`config.mk`:
```
export PLATFORM = sky130hd
export DESIGN_NAME = sfr_unit
export DESIGN_NICKNAME = d
export VERILOG_FILES = /design/src/sfr_classify.v /design/src/sfr_unit.v
export VERILOG_INCLUDE_DIRS = /design/src /design/src/src
export SDC_FILE = /design/constraint.sdc
export NUM_CORES = 1
export LEC_CHECK = 0
export BUFFER_PORTS_ARGS = -buffer_cell sky130_fd_sc_hd__buf_2
export CAP_MARGIN = 20
export CORE_UTILIZATION = 48
export CTS_CLUSTER_DIAMETER = 150
export CTS_CLUSTER_SIZE = 8
export DETAILED_ROUTE_END_ITERATION = 8
export PLACE_DENSITY_LB_ADDON = 0.1
export SLEW_MARGIN = 20
export SYNTH_ARGS = -nofsm -noshare
export SYNTH_HDL_FRONTEND = slang
export SYNTH_SLANG_ARGS = --single-unit
export TNS_END_PERCENT = 100
```
`constraint.sdc`:
```
create_clock -name sys_clk -period 2.8 [get_ports sys_clk]
set_input_delay 0 -clock sys_clk [delete_from_list [all_inputs] [get_ports sys_clk]]
set_output_delay 0 -clock sys_clk [all_outputs]
set_load 0.02 [all_outputs]
```
`src/sfr_defines.vh`:
```
`ifndef SFR_DEFINES_VH
`define SFR_DEFINES_VH
// Exception vectors
`define SFR_VEC_W 8
`define SFR_VEC_TS 8'h0A
`define SFR_VEC_NP 8'h0B
`define SFR_VEC_SS 8'h0C
`define SFR_VEC_NONE 8'h00
// Error code layout: external-event flag, table-origin flag, index
`define SFR_ERR_W 16
`define SFR_ERR_EXT 0
`define SFR_ERR_IDT 1
`define SFR_ERR_IDX_LO 3
`define SFR_ERR_IDX_HI 15
`define SFR_ERR_ZERO 16'h0000
`define SFR_SEL_W 16
// Saved-pointer selection
`define SFR_PTR_W 2
`define SFR_PTR_FAULT 2'h0
`define SFR_PTR_SWITCH 2'h1
`define SFR_PTR_NEWTASK 2'h2
// Fault source kinds
`define SFR_SRC_W 4
`define SFR_SRC_SEG 4'h0
`define SFR_SRC_SS_LOAD 4'h1
`define SFR_SRC_LOAD_LOCAL_TABLE_INSTR 4'h2
`define SFR_SRC_LTR 4'h3
`define SFR_SRC_GATE 4'h4
`define SFR_SRC_SS_LIMIT 4'h5
`define SFR_SRC_SS_NEWSTK 4'h6
`define SFR_SRC_TS_BAD 4'h7
`define SFR_SRC_LOCAL_TABLE_REGISTER_TS 4'h8
// Segment register count during a task switch
`define SFR_NSEG 6
`define SFR_SEGIDX_W 3
`define SFR_SEGIDX_ZERO 3'h0
`define SFR_SEGIDX_ONE 3'h1
`define SFR_SEGIDX_LAST 3'h5
`endif

```
`src/sfr_classify.v`:
```
`include "sfr_defines.vh"
// Maps a detected condition to vector, error code and saved pointer
module sfr_classify (
	// Condition
	input wire [`SFR_SRC_W-1:0] src,
	input wire [`SFR_SEL_W-1:0] sel,
	input wire ext_evt,
	input wire idt_ref,
	input wire in_switch,
	input wire post_commit,
	input wire ss_reg,
	// Result
	output reg [`SFR_VEC_W-1:0] vec,
	output reg [`SFR_ERR_W-1:0] err,
	output reg [`SFR_PTR_W-1:0] ptr
);
	// Error code with selector index and flags
	function [`SFR_ERR_W-1:0] mk_err;
		input [`SFR_SEL_W-1:0] s;
		input e;
		input i;
		begin
			mk_err = `SFR_ERR_ZERO;
			mk_err[`SFR_ERR_IDX_HI:`SFR_ERR_IDX_LO] =
				s[`SFR_ERR_IDX_HI:`SFR_ERR_IDX_LO];
			mk_err[`SFR_ERR_EXT] = e;
			mk_err[`SFR_ERR_IDT] = i;
		end
	endfunction

	// Vector and pointer choice per source
	always @* begin
		vec = `SFR_VEC_NP;
		err = mk_err(sel, ext_evt, idt_ref);
		ptr = `SFR_PTR_FAULT;
		case (src)
		`SFR_SRC_SEG: begin
			if (ss_reg) begin
				vec = `SFR_VEC_SS;
				err = mk_err(sel, ext_evt, 1'b0);
			end
			if (in_switch)
				ptr = `SFR_PTR_NEWTASK;
		end
		`SFR_SRC_SS_LOAD: begin
			vec = `SFR_VEC_SS;
			err = mk_err(sel, ext_evt, 1'b0);
			if (in_switch)
				ptr = `SFR_PTR_NEWTASK;
		end
		`SFR_SRC_LOAD_LOCAL_TABLE_INSTR: vec = `SFR_VEC_NP;
		`SFR_SRC_LTR: vec = `SFR_VEC_NP;
		`SFR_SRC_GATE: vec = `SFR_VEC_NP;
		`SFR_SRC_SS_LIMIT: begin
			vec = `SFR_VEC_SS;
			err = `SFR_ERR_ZERO;
		end
		`SFR_SRC_SS_NEWSTK: begin
			vec = `SFR_VEC_SS;
			err = mk_err(sel, ext_evt, 1'b0);
		end
		`SFR_SRC_TS_BAD, `SFR_SRC_LOCAL_TABLE_REGISTER_TS: begin
			vec = `SFR_VEC_TS;
			err = mk_err(sel, ext_evt, 1'b0);
			ptr = post_commit ? `SFR_PTR_NEWTASK
				: `SFR_PTR_SWITCH;
		end
		default: begin
			vec = `SFR_VEC_NP;
		end
		endcase
	end
endmodule

```
`src/sfr_unit.v`:
```
`include "sfr_defines.vh"
module sfr_unit (
	// Clock and reset
	input wire sys_clk,
	input wire nrst,
	input wire clk_en,
	// Single segment or table load outside a task switch
	input wire load_req,
	input wire [`SFR_SRC_W-1:0] load_src,
	input wire [`SFR_SEL_W-1:0] load_sel,
	input wire load_present,
	input wire load_ss,
	input wire load_ext,
	input wire load_idt,
	// Stack limit checks
	input wire stk_limit_viol,
	input wire stk_newstk_viol,
	input wire [`SFR_SEL_W-1:0] stk_sel,
	// Task switch sequencer
	input wire sw_start,
	input wire sw_ext,
	input wire sw_pre_bad,
	input wire [`SFR_SEL_W-1:0] sw_pre_sel,
	input wire sw_commit,
	input wire sw_ldt_present,
	input wire [`SFR_SEL_W-1:0] sw_ldt_sel,
	input wire [`SFR_SEL_W-1:0] sw_seg_sel,
	input wire sw_seg_present,
	input wire sw_seg_valid,
	// Dispatch handshake
	input wire exc_ack,
	// Outputs toward the core
	output reg reg_load,
	output reg instr_suppress,
	output reg state_load,
	output reg [`SFR_SEGIDX_W-1:0] seg_idx,
	output reg sw_done,
	output reg exc_valid,
	output reg [`SFR_VEC_W-1:0] exc_vec,
	output reg [`SFR_ERR_W-1:0] exc_err,
	output reg [`SFR_PTR_W-1:0] exc_ptr
);
	localparam ST_IDLE = 2'h0;
	localparam ST_PRE = 2'h1;
	localparam ST_LOAD = 2'h2;
	localparam ST_CHECK = 2'h3;

	reg [1:0] st_reg;
	reg [1:0] st_next;
	reg [`SFR_SEGIDX_W-1:0] idx_next;
	reg flt_reg;
	reg flt_next;
	reg ext_reg;
	reg [`SFR_SEL_W-1:0] fsel_reg;
	reg [`SFR_SEL_W-1:0] fsel_next;
	reg [`SFR_SRC_W-1:0] fsrc_reg;
	reg [`SFR_SRC_W-1:0] fsrc_next;
	reg fss_reg;
	reg fss_next;
	reg raise;
	reg [`SFR_SRC_W-1:0] c_src;
	reg [`SFR_SEL_W-1:0] c_sel;
	reg c_ext;
	reg c_idt;
	reg c_sw;
	reg c_post;
	reg c_ss;
	wire [`SFR_VEC_W-1:0] cl_vec;
	wire [`SFR_ERR_W-1:0] cl_err;
	wire [`SFR_PTR_W-1:0] cl_ptr;

	// Last segment slot of the switch sequence
	function is_last;
		input [`SFR_SEGIDX_W-1:0] i;
		begin
			is_last = (i == `SFR_SEGIDX_LAST);
		end
	endfunction

	// Stack segment sits in slot one of the sequence
	function is_ss_slot;
		input [`SFR_SEGIDX_W-1:0] i;
		begin
			is_ss_slot = (i == `SFR_SEGIDX_ONE);
		end
	endfunction

	sfr_classify u_cls (
		.src(c_src),
		.sel(c_sel),
		.ext_evt(c_ext),
		.idt_ref(c_idt),
		.in_switch(c_sw),
		.post_commit(c_post),
		.ss_reg(c_ss),
		.vec(cl_vec),
		.err(cl_err),
		.ptr(cl_ptr)
	);

	// Switch sequencing and fault capture
	always @* begin
		st_next = st_reg;
		idx_next = seg_idx;
		flt_next = flt_reg;
		fsel_next = fsel_reg;
		fsrc_next = fsrc_reg;
		fss_next = fss_reg;
		raise = 1'b0;
		c_src = `SFR_SRC_SEG;
		c_sel = load_sel;
		c_ext = load_ext;
		c_idt = load_idt;
		c_sw = 1'b0;
		c_post = 1'b0;
		c_ss = load_ss;
		case (st_reg)
		ST_IDLE: begin
			if (sw_start && !exc_valid) begin
				st_next = ST_PRE;
				flt_next = 1'b0;
			end else if (!exc_valid) begin
				if (stk_limit_viol) begin
					raise = 1'b1;
					c_src = `SFR_SRC_SS_LIMIT;
					c_sel = stk_sel;
				end else if (stk_newstk_viol) begin
					raise = 1'b1;
					c_src = `SFR_SRC_SS_NEWSTK;
					c_sel = stk_sel;
				end else if (load_req && !load_present) begin
					raise = 1'b1;
					c_src = load_src;
				end
			end
		end
		ST_PRE: begin
			// Until commit, a bad task segment leaves state alone
			c_ext = ext_reg;
			c_sel = sw_pre_sel;
			c_src = `SFR_SRC_TS_BAD;
			c_ss = 1'b0;
			if (sw_pre_bad) begin
				raise = 1'b1;
				st_next = ST_IDLE;
			end else if (sw_commit) begin
				st_next = ST_LOAD;
				idx_next = `SFR_SEGIDX_ZERO;
				if (!sw_ldt_present) begin
					flt_next = 1'b1;
					fsrc_next = `SFR_SRC_LOCAL_TABLE_REGISTER_TS;
					fsel_next = sw_ldt_sel;
				end
			end
		end
		ST_LOAD: begin
			// All selectors are loaded before any is checked
			if (is_last(seg_idx)) begin
				st_next = ST_CHECK;
				idx_next = `SFR_SEGIDX_ZERO;
			end else
				idx_next = seg_idx + `SFR_SEGIDX_ONE;
		end
		ST_CHECK: begin
			// Once one fault is held, later slots go unchecked
			if (!flt_reg) begin
				if (!sw_seg_present) begin
					flt_next = 1'b1;
					fsrc_next = `SFR_SRC_SEG;
					fsel_next = sw_seg_sel;
					fss_next = is_ss_slot(seg_idx);
				end else if (!sw_seg_valid) begin
					flt_next = 1'b1;
					fsrc_next = `SFR_SRC_TS_BAD;
					fsel_next = sw_seg_sel;
					fss_next = 1'b0;
				end
			end
			if (is_last(seg_idx)) begin
				st_next = ST_IDLE;
				raise = flt_next;
			end else
				idx_next = seg_idx + `SFR_SEGIDX_ONE;
			c_src = fsrc_next;
			c_sel = fsel_next;
			c_ext = ext_reg;
			c_idt = 1'b0;
			c_sw = 1'b1;
			c_post = 1'b1;
			c_ss = fss_next;
		end
		default: st_next = ST_IDLE;
		endcase
	end

	// State and dispatch registers
	always @(posedge sys_clk or negedge nrst) begin
		if (!nrst) begin
			st_reg <= ST_IDLE;
			seg_idx <= `SFR_SEGIDX_ZERO;
			flt_reg <= 1'b0;
			ext_reg <= 1'b0;
			fsel_reg <= `SFR_ERR_ZERO;
			fsrc_reg <= `SFR_SRC_SEG;
			fss_reg <= 1'b0;
			reg_load <= 1'b0;
			instr_suppress <= 1'b0;
			state_load <= 1'b0;
			sw_done <= 1'b0;
			exc_valid <= 1'b0;
			exc_vec <= `SFR_VEC_NONE;
			exc_err <= `SFR_ERR_ZERO;
			exc_ptr <= `SFR_PTR_FAULT;
		end else if (clk_en) begin
			st_reg <= st_next;
			seg_idx <= idx_next;
			flt_reg <= flt_next;
			fsel_reg <= fsel_next;
			fsrc_reg <= fsrc_next;
			fss_reg <= fss_next;
			if (st_reg == ST_IDLE && sw_start)
				ext_reg <= sw_ext;
			// A present segment loads; an absent one stays out
			reg_load <= (st_reg == ST_IDLE) && load_req &&
				load_present && !exc_valid;
			// Any raised fault in normal flow cancels the instr
			instr_suppress <= raise && (st_reg == ST_IDLE);
			// New-task state loads only past the commit point
			// Follows the next state so it lines up with slots 0..5
			state_load <= (st_next == ST_LOAD);
			sw_done <= (st_reg == ST_CHECK) && is_last(seg_idx) &&
				!flt_next;
			if (exc_valid && exc_ack)
				exc_valid <= 1'b0;
			else if (raise && !exc_valid) begin
				exc_valid <= 1'b1;
				exc_vec <= cl_vec;
				exc_err <= cl_err;
				exc_ptr <= cl_ptr;
			end
		end
	end
endmodule

```
# Word level (Yosys, flattened, before mapping)
# Index checks and enable logic that the tools add are counted.
[word_totals] regBits=59 elab_cells=130 inputBits=102 out_inout_bits=34
[op_classes] n_eq_ne=15 n_bitwise=1 n_reduce_logical=30 add_sub_neg=1 muxes=68
[op_table] cell="$mux W16" n=10
[op_table] cell="$pmux W16 S3" n=2
[op_table] cell="$mux W4" n=11
[op_table] cell="$pmux W16 S2" n=1
[op_table] cell="$mux W1" n=22
[op_table] cell="$pmux W3 S3" n=2
[op_table] cell="$mux W2" n=8
[op_table] cell="$mux W3" n=5
[op_table] cell="$eq A4 B3 Y1 const B" n=3
[op_table] cell="$pmux W4 S3" n=1
[op_table] cell="$logic_and A1 B1 Y1" n=11
[op_table] cell="$reduce_and A5 Y1" n=2
[op_table] cell="$ne A2 B2 Y1 const B" n=4
[op_table] cell="$pmux W2 S4" n=1
[op_table] cell="$pmux W4 S2" n=1
[op_table] cell="$eq A2 B2 Y1 const B" n=3
[op_table] cell="$pmux W1 S3" n=2
[op_table] cell="$reduce_and A2 Y1" n=3
[op_table] cell="$reduce_or A2 Y1" n=3
[op_table] cell="$eq A4 B1 Y1 const B" n=1
[op_table] cell="$eq A4 B4 Y1 const B" n=1
[op_table] cell="$logic_not A4 Y1" n=1
[op_table] cell="$pmux W2 S2" n=1
[op_table] cell="$reduce_bool A2 Y1" n=2
[op_table] cell="other kinds (12)" n=14

# Depth between registers and ports, before layout
[logic_depth] ltp_word=11 depth_mapped=8 depth_no_buf=8

# Cells and area by module
# Synthesis repeated with hierarchy kept, for this count alone.
[unflattened] hier_cells=393 area_unflattened_um2=3833.7
[by_module_without_submodules] mod="sfr_unit" area_per_inst_um2=3459.6 cells_per_inst=348 seq_area_each_um2=1476.4 n_inst=1
[by_module_without_submodules] mod="sfr_classify" area_per_inst_um2=374.1 cells_per_inst=45 seq_area_each_um2=0.0 n_inst=1

# Worst setup path before layout
# No wires, ideal clock.
[synth_path] path_kind="flip-flop to flip-flop" startpoint="register st_reg[0]" endpoint="register exc_err[10]" setup_slack_ns=0.825 path_stages_with_launch=8 n_path_buf=2 synth_period_minus_slack_ns=1.975 t_arrival_ns=1.854 setup_ns=0.121 t_required_ns=2.679 cell_sequence="dfrtp_1 > buf_6 > nor4_4 > o31ai_2 > o21a_4 > o31a_4 > buf_6 > a22o_1"
[synth_via] elab_chain_cells=5 word_cells_on_any_way=16 classes_between="7 x eq/ne; 4 x mux; 5 x reduce/logical"
[synth_lines] element="from (decl)" line_no="sfr_unit.v:48" source="reg [1:0] st_reg;"
[synth_lines] element="from (signal assigned)" line_no="sfr_unit.v:215" source="st_reg <= st_next;"
[synth_lines] element="$eq A2 B2 Y1 (tied with other cells)"
[synth_lines] element="$pmux W4 S3" line_no="sfr_unit.v:117" source="case (st_reg)"
[synth_lines] element="$eq A4 B3 Y1 (tied with other cells)" line_no="sfr_classify.v:36" source="case (src)"
[synth_lines] element="$reduce_or A4 Y1 (no line)"
[synth_lines] element="$pmux W16 S3" line_no="sfr_classify.v:36"
[synth_lines] element="to (signal assigned)" line_no="sfr_unit.v:212" source="exc_err <= `SFR_ERR_ZERO;"
[synth_lines] element="to (signal assigned)" line_no="sfr_unit.v:238" source="exc_err <= cl_err;"
[synth_lines] element="to (decl)" line_no="sfr_unit.v:40" source="output reg [`SFR_ERR_W-1:0] exc_err,"
# Parallel ways exist; a longest one is shown, timed or not.
# A chain may end at the register's enable or synchronous reset.

# Worst setup path after layout
[layout_path] startpoint="register st_reg[1]" endpoint="register fsel_reg[9]"
[layout_via] elab_chain_cells=3 word_cells_on_any_way=8 classes_between="5 x eq/ne; 1 x mux; 2 x reduce/logical"
[layout_lines] element="$eq A2 B1 Y1 / $eq A2 B2 Y1 (equally long branches)"
[layout_lines] element="$ne A2 B2 Y1 (no line) / $reduce_bool A2 Y1 (equally long branches)"
[layout_lines] element="$reduce_and A5 Y1 (no line)"
[layout_lines] element="to (signal assigned)" line_no="sfr_unit.v:203" source="fsel_reg <= `SFR_ERR_ZERO;"
[layout_lines] element="to (signal assigned)" line_no="sfr_unit.v:218" source="fsel_reg <= fsel_next;"
[layout_lines] element="to (decl)" line_no="sfr_unit.v:54" source="reg [`SFR_SEL_W-1:0] fsel_reg;"
# Parallel ways exist; a longest one is shown, timed or not.

==> flow_summary.json <==
{
  "start_kind": "register",
  "layout_min_cycle_time_ps": 2420,
  "cts_setup_buffers": 0,
  "synthFlopType": "dfrtp_1",
  "grt_setup_unrepaired": "false",
  "maxCapViolCount": 0,
  "hpwl_um": 6150,
  "fin_crit_sh_pct": 86.3,
  "slowest_delay_ps": 650,
  "critPathArrivalTime_ps": 2600,
  "ys_ff_latch": 51,
  "postCtsResizedCells": 0,
  "cellPowerDensity_mw_per_mm2": 977,
  "finalNetCount": 554,
  "clockBufferDepth": 2,
  "vias_per_cell": 5.67,
  "place_area_sq_mm": 0.00369,
  "startpoint": "st_reg[1]$_DFFE_PN0P_",
  "syn2layout_area_growth_pct": 27.7,
  "met3_usage_pct": 4.40,
  "p_leak_nw": 1.94,
  "status": "completed",
  "globalRouteTotalUtil_pct": 26.0,
  "cp_slowest_cell": "dfrtp_1",
  "wl_per_cell_um": 16.1,
  "floorplan.initialDensity_pct": 51.0,
  "yosys.area.top_type": "dfrtp_1",
  "final_design_area_no_fill_sq_mm": 0.00395,
  "cts_sinks": 51,
  "hold_viol_final": 0,
  "largest_reg_flops": 15,
  "cts_tree": "done",
  "setup_violations": 0,
  "worstSetupEndpointType": "register",
  "worstMarginPinSlew_ps": 762,
  "synthTopCellsByArea": "dfrtp_1 41%, mux2i_1 8.4%, o21ai_0 4.4%, a22o_1 4.3%, a21oi_1 4.0%",
  "synth_most_common_cell": "dfrtp_1",
  "die_width_um": 82.2,
  "ios": 136,
  "grt.overflow.total": 0,
  "antenna_cells": 0,
  "critPathKind": "register to register",
  "drc_errors": 0,
  "rr_worst_depth": 6,
  "grt_pass1_wl_um": 13100,
  "clock.fmax_mhz": 414,
  "ant_nets": 0,
  "grt.met2_usage_pct": 39.8,
  "met1_usage_pct": 37.7,
  "synthCells": 332,
  "path_cells": "and2_1, buf_4, nand2_1, o22ai_1, dlygate4sd3_1, a21oi_1",
  "async_flop_share_pct": 100,
  "finalSetupTns_ps": 0,
  "grt.busiest_layer": "met2",
  "synth_area_sq_mm": 0.00309,
  "ys.warnings.count": 0,
  "yosys-top-cells-count": "51 x dfrtp_1, 33 x nand2_1, 27 x o21ai_0",
  "fin_skew_ps": 7.80,
  "port_buffers": 115,
  "grt_max_degree": 32,
  "crit_path_end": "fsel_reg[9]$_DFFE_PN0P_",
  "syn_avg_cell_area_sq_um": 9.31,
  "synthDistinctLibCells": 54,
  "cts.root.buffer_cell": "clkbuf_8",
  "dr.pass1.iters": 5,
  "synth.top_cell.area_share_pct": 41.3,
  "crit_required_ps": 2980,
  "dieArea_sq_mm": 0.00676,
  "numCtsBuffers": 5,
  "antenna_found_initial": 0,
  "drtIter0Drc": 143,
  "wl_um": 8460,
  "coreArea_sq_mm": 0.00606,
  "grt_pass1_vias": 2697,
  "synth_edf_count": 0,
  "drive_above_1_share_pct": 31.7,
  "htree_levels": 2,
  "globalplace.congestion": 0.844,
  "crit_fanout": 20,
  "rows": 28,
  "r2r-end": "fsel_reg[9]$_DFFE_PN0P_",
  "rrSetupSlack_ps": 380,
  "worstHoldPathType": "primary input to register",
  "clk_pin_slew_ps": 100,
  "vias": 2982,
  "clkLatencyLatePin_ps": 310,
  "peakVddDrop_mv": 0.484,
  "slew_headroom_pct": 49.2,
  "die_h_um": 82.2,
  "seq_area_frac_synth_pct": 41.3,
  "worstReg2RegStart": "st_reg[1]$_DFFE_PN0P_",
  "final_max_slew_viol_count": 0
}
## area by class of cell
type	count	area, sq um
sequential	51	1280
clock inverter	3	71.3
clock buffer	5	68.8
inverter	6	22.5
timing repair buffer	136	761
tap	75	93.8
multi-input combinational	250	1650
fill	545	2110
## repair_timing
item / CTS / global route
hold buffers: 11 / 0
endpoints found under the setup margin: 0 / 0
endpoints found under the hold margin: 37 / 0
## metal layers
metal,vias to the layer above,wire (um)
met5,-,0
met4,0,74
met3,8,504
met2,103,4020
met1,1399,3860
li1,1472,-
## worst max-delay path, delay by kind of cell, from the launching register on
family	cells	cell delay, ps
AOI/OAI and AO/OA	2	270
DFF	1	650
buffers and inverters	2	810
and+or+nand+nor	2	550
## through the flow
stage          setup slack [ps]  hold WS (ps)  instances  total power, mW  utilization, %
2_1_floorplan               825          -296        336             2.67               -
3_3_place_gp                563           107        506             3.18            60.9
3_5_place_dp                507          95.8        506             3.22            60.9
4_1_cts                     386          2.08        525             3.86            65.0
5_1_grt                     172          11.0        526             4.15            65.1
6_report                    383          8.38        526             3.86            65.1
## kinds of logic (layout without fill, tap and decap cells)
group / Yosys count / count (layout) / share of synthesized area, %
fa+ha+maj: 2 / 2 / 0.810
buf+inv: 35 / 150 / 5.67
simple gates: 88 / 88 / 13.8
mux: 29 / 29 / 9.51
xor+xnor: 1 / 1 / 0.283
other cells: 1 / 5 / 0.121
flops: 51 / 51 / 41.3
compound gates: 125 / 125 / 28.5
## placed cells by master (no fill, tap or decap), types with 2 or more instances in the layout
cell           synthesis  routed
a21o_1                 5       5
a21oi_1               25      25
a22o_1                15      15
a31oi_1                3       3
buf_2                  5     115
buf_4                  6       9
bufinv_16              0       2
clkbuf_8               0       5
conb_1                 1       5
dfrtp_1               51      51
dlygate4sd3_1          0      11
ha_1                   2       2
inv_1                  6       6
mux2_2                 3       3
mux2i_1               26      26
nand2_1               33      33
nand2b_1               2       2
nand3_1                9       9
nand4_1                2       2
nor2_1                24      24
nor3_1                 4       4
o211ai_1               3       3
o21ai_0               27      27
o22ai_1               14      14
o2bb2ai_1             14      14
o311ai_0               3       3
or3_1                  2       2
or3b_1                 2       2
## report_power, final
group	internal, mW	switching [mW]	leakage (nW)	total (mW)
clock network	0.363	0.264	0.0703	0.627
registers	1.06	0.275	0.624	1.33
logic	0.799	1.10	1.25	1.90
total	2.22	1.64	1.94	3.86
## how the worst min path moves through the flow
stage                    from                       end  slack, ps  depth (start not counted)
6_report       sw_seg_sel[11]  fsel_reg[11]$_DFFE_PN0P_          8                          3
5_1_grt         sw_ldt_sel[5]   fsel_reg[5]$_DFFE_PN0P_         10                          3
4_1_cts        sw_seg_sel[11]  fsel_reg[11]$_DFFE_PN0P_          2                          3
3_5_place_dp             nrst    exc_err[0]$_DFFE_PN0P_        100                          1
3_3_place_gp             nrst    exc_err[0]$_DFFE_PN0P_        110                          1
2_1_floorplan            nrst    exc_err[0]$_DFFE_PN0P_       -300                          0
Note: power is estimated with default switching activity, not from simulation.
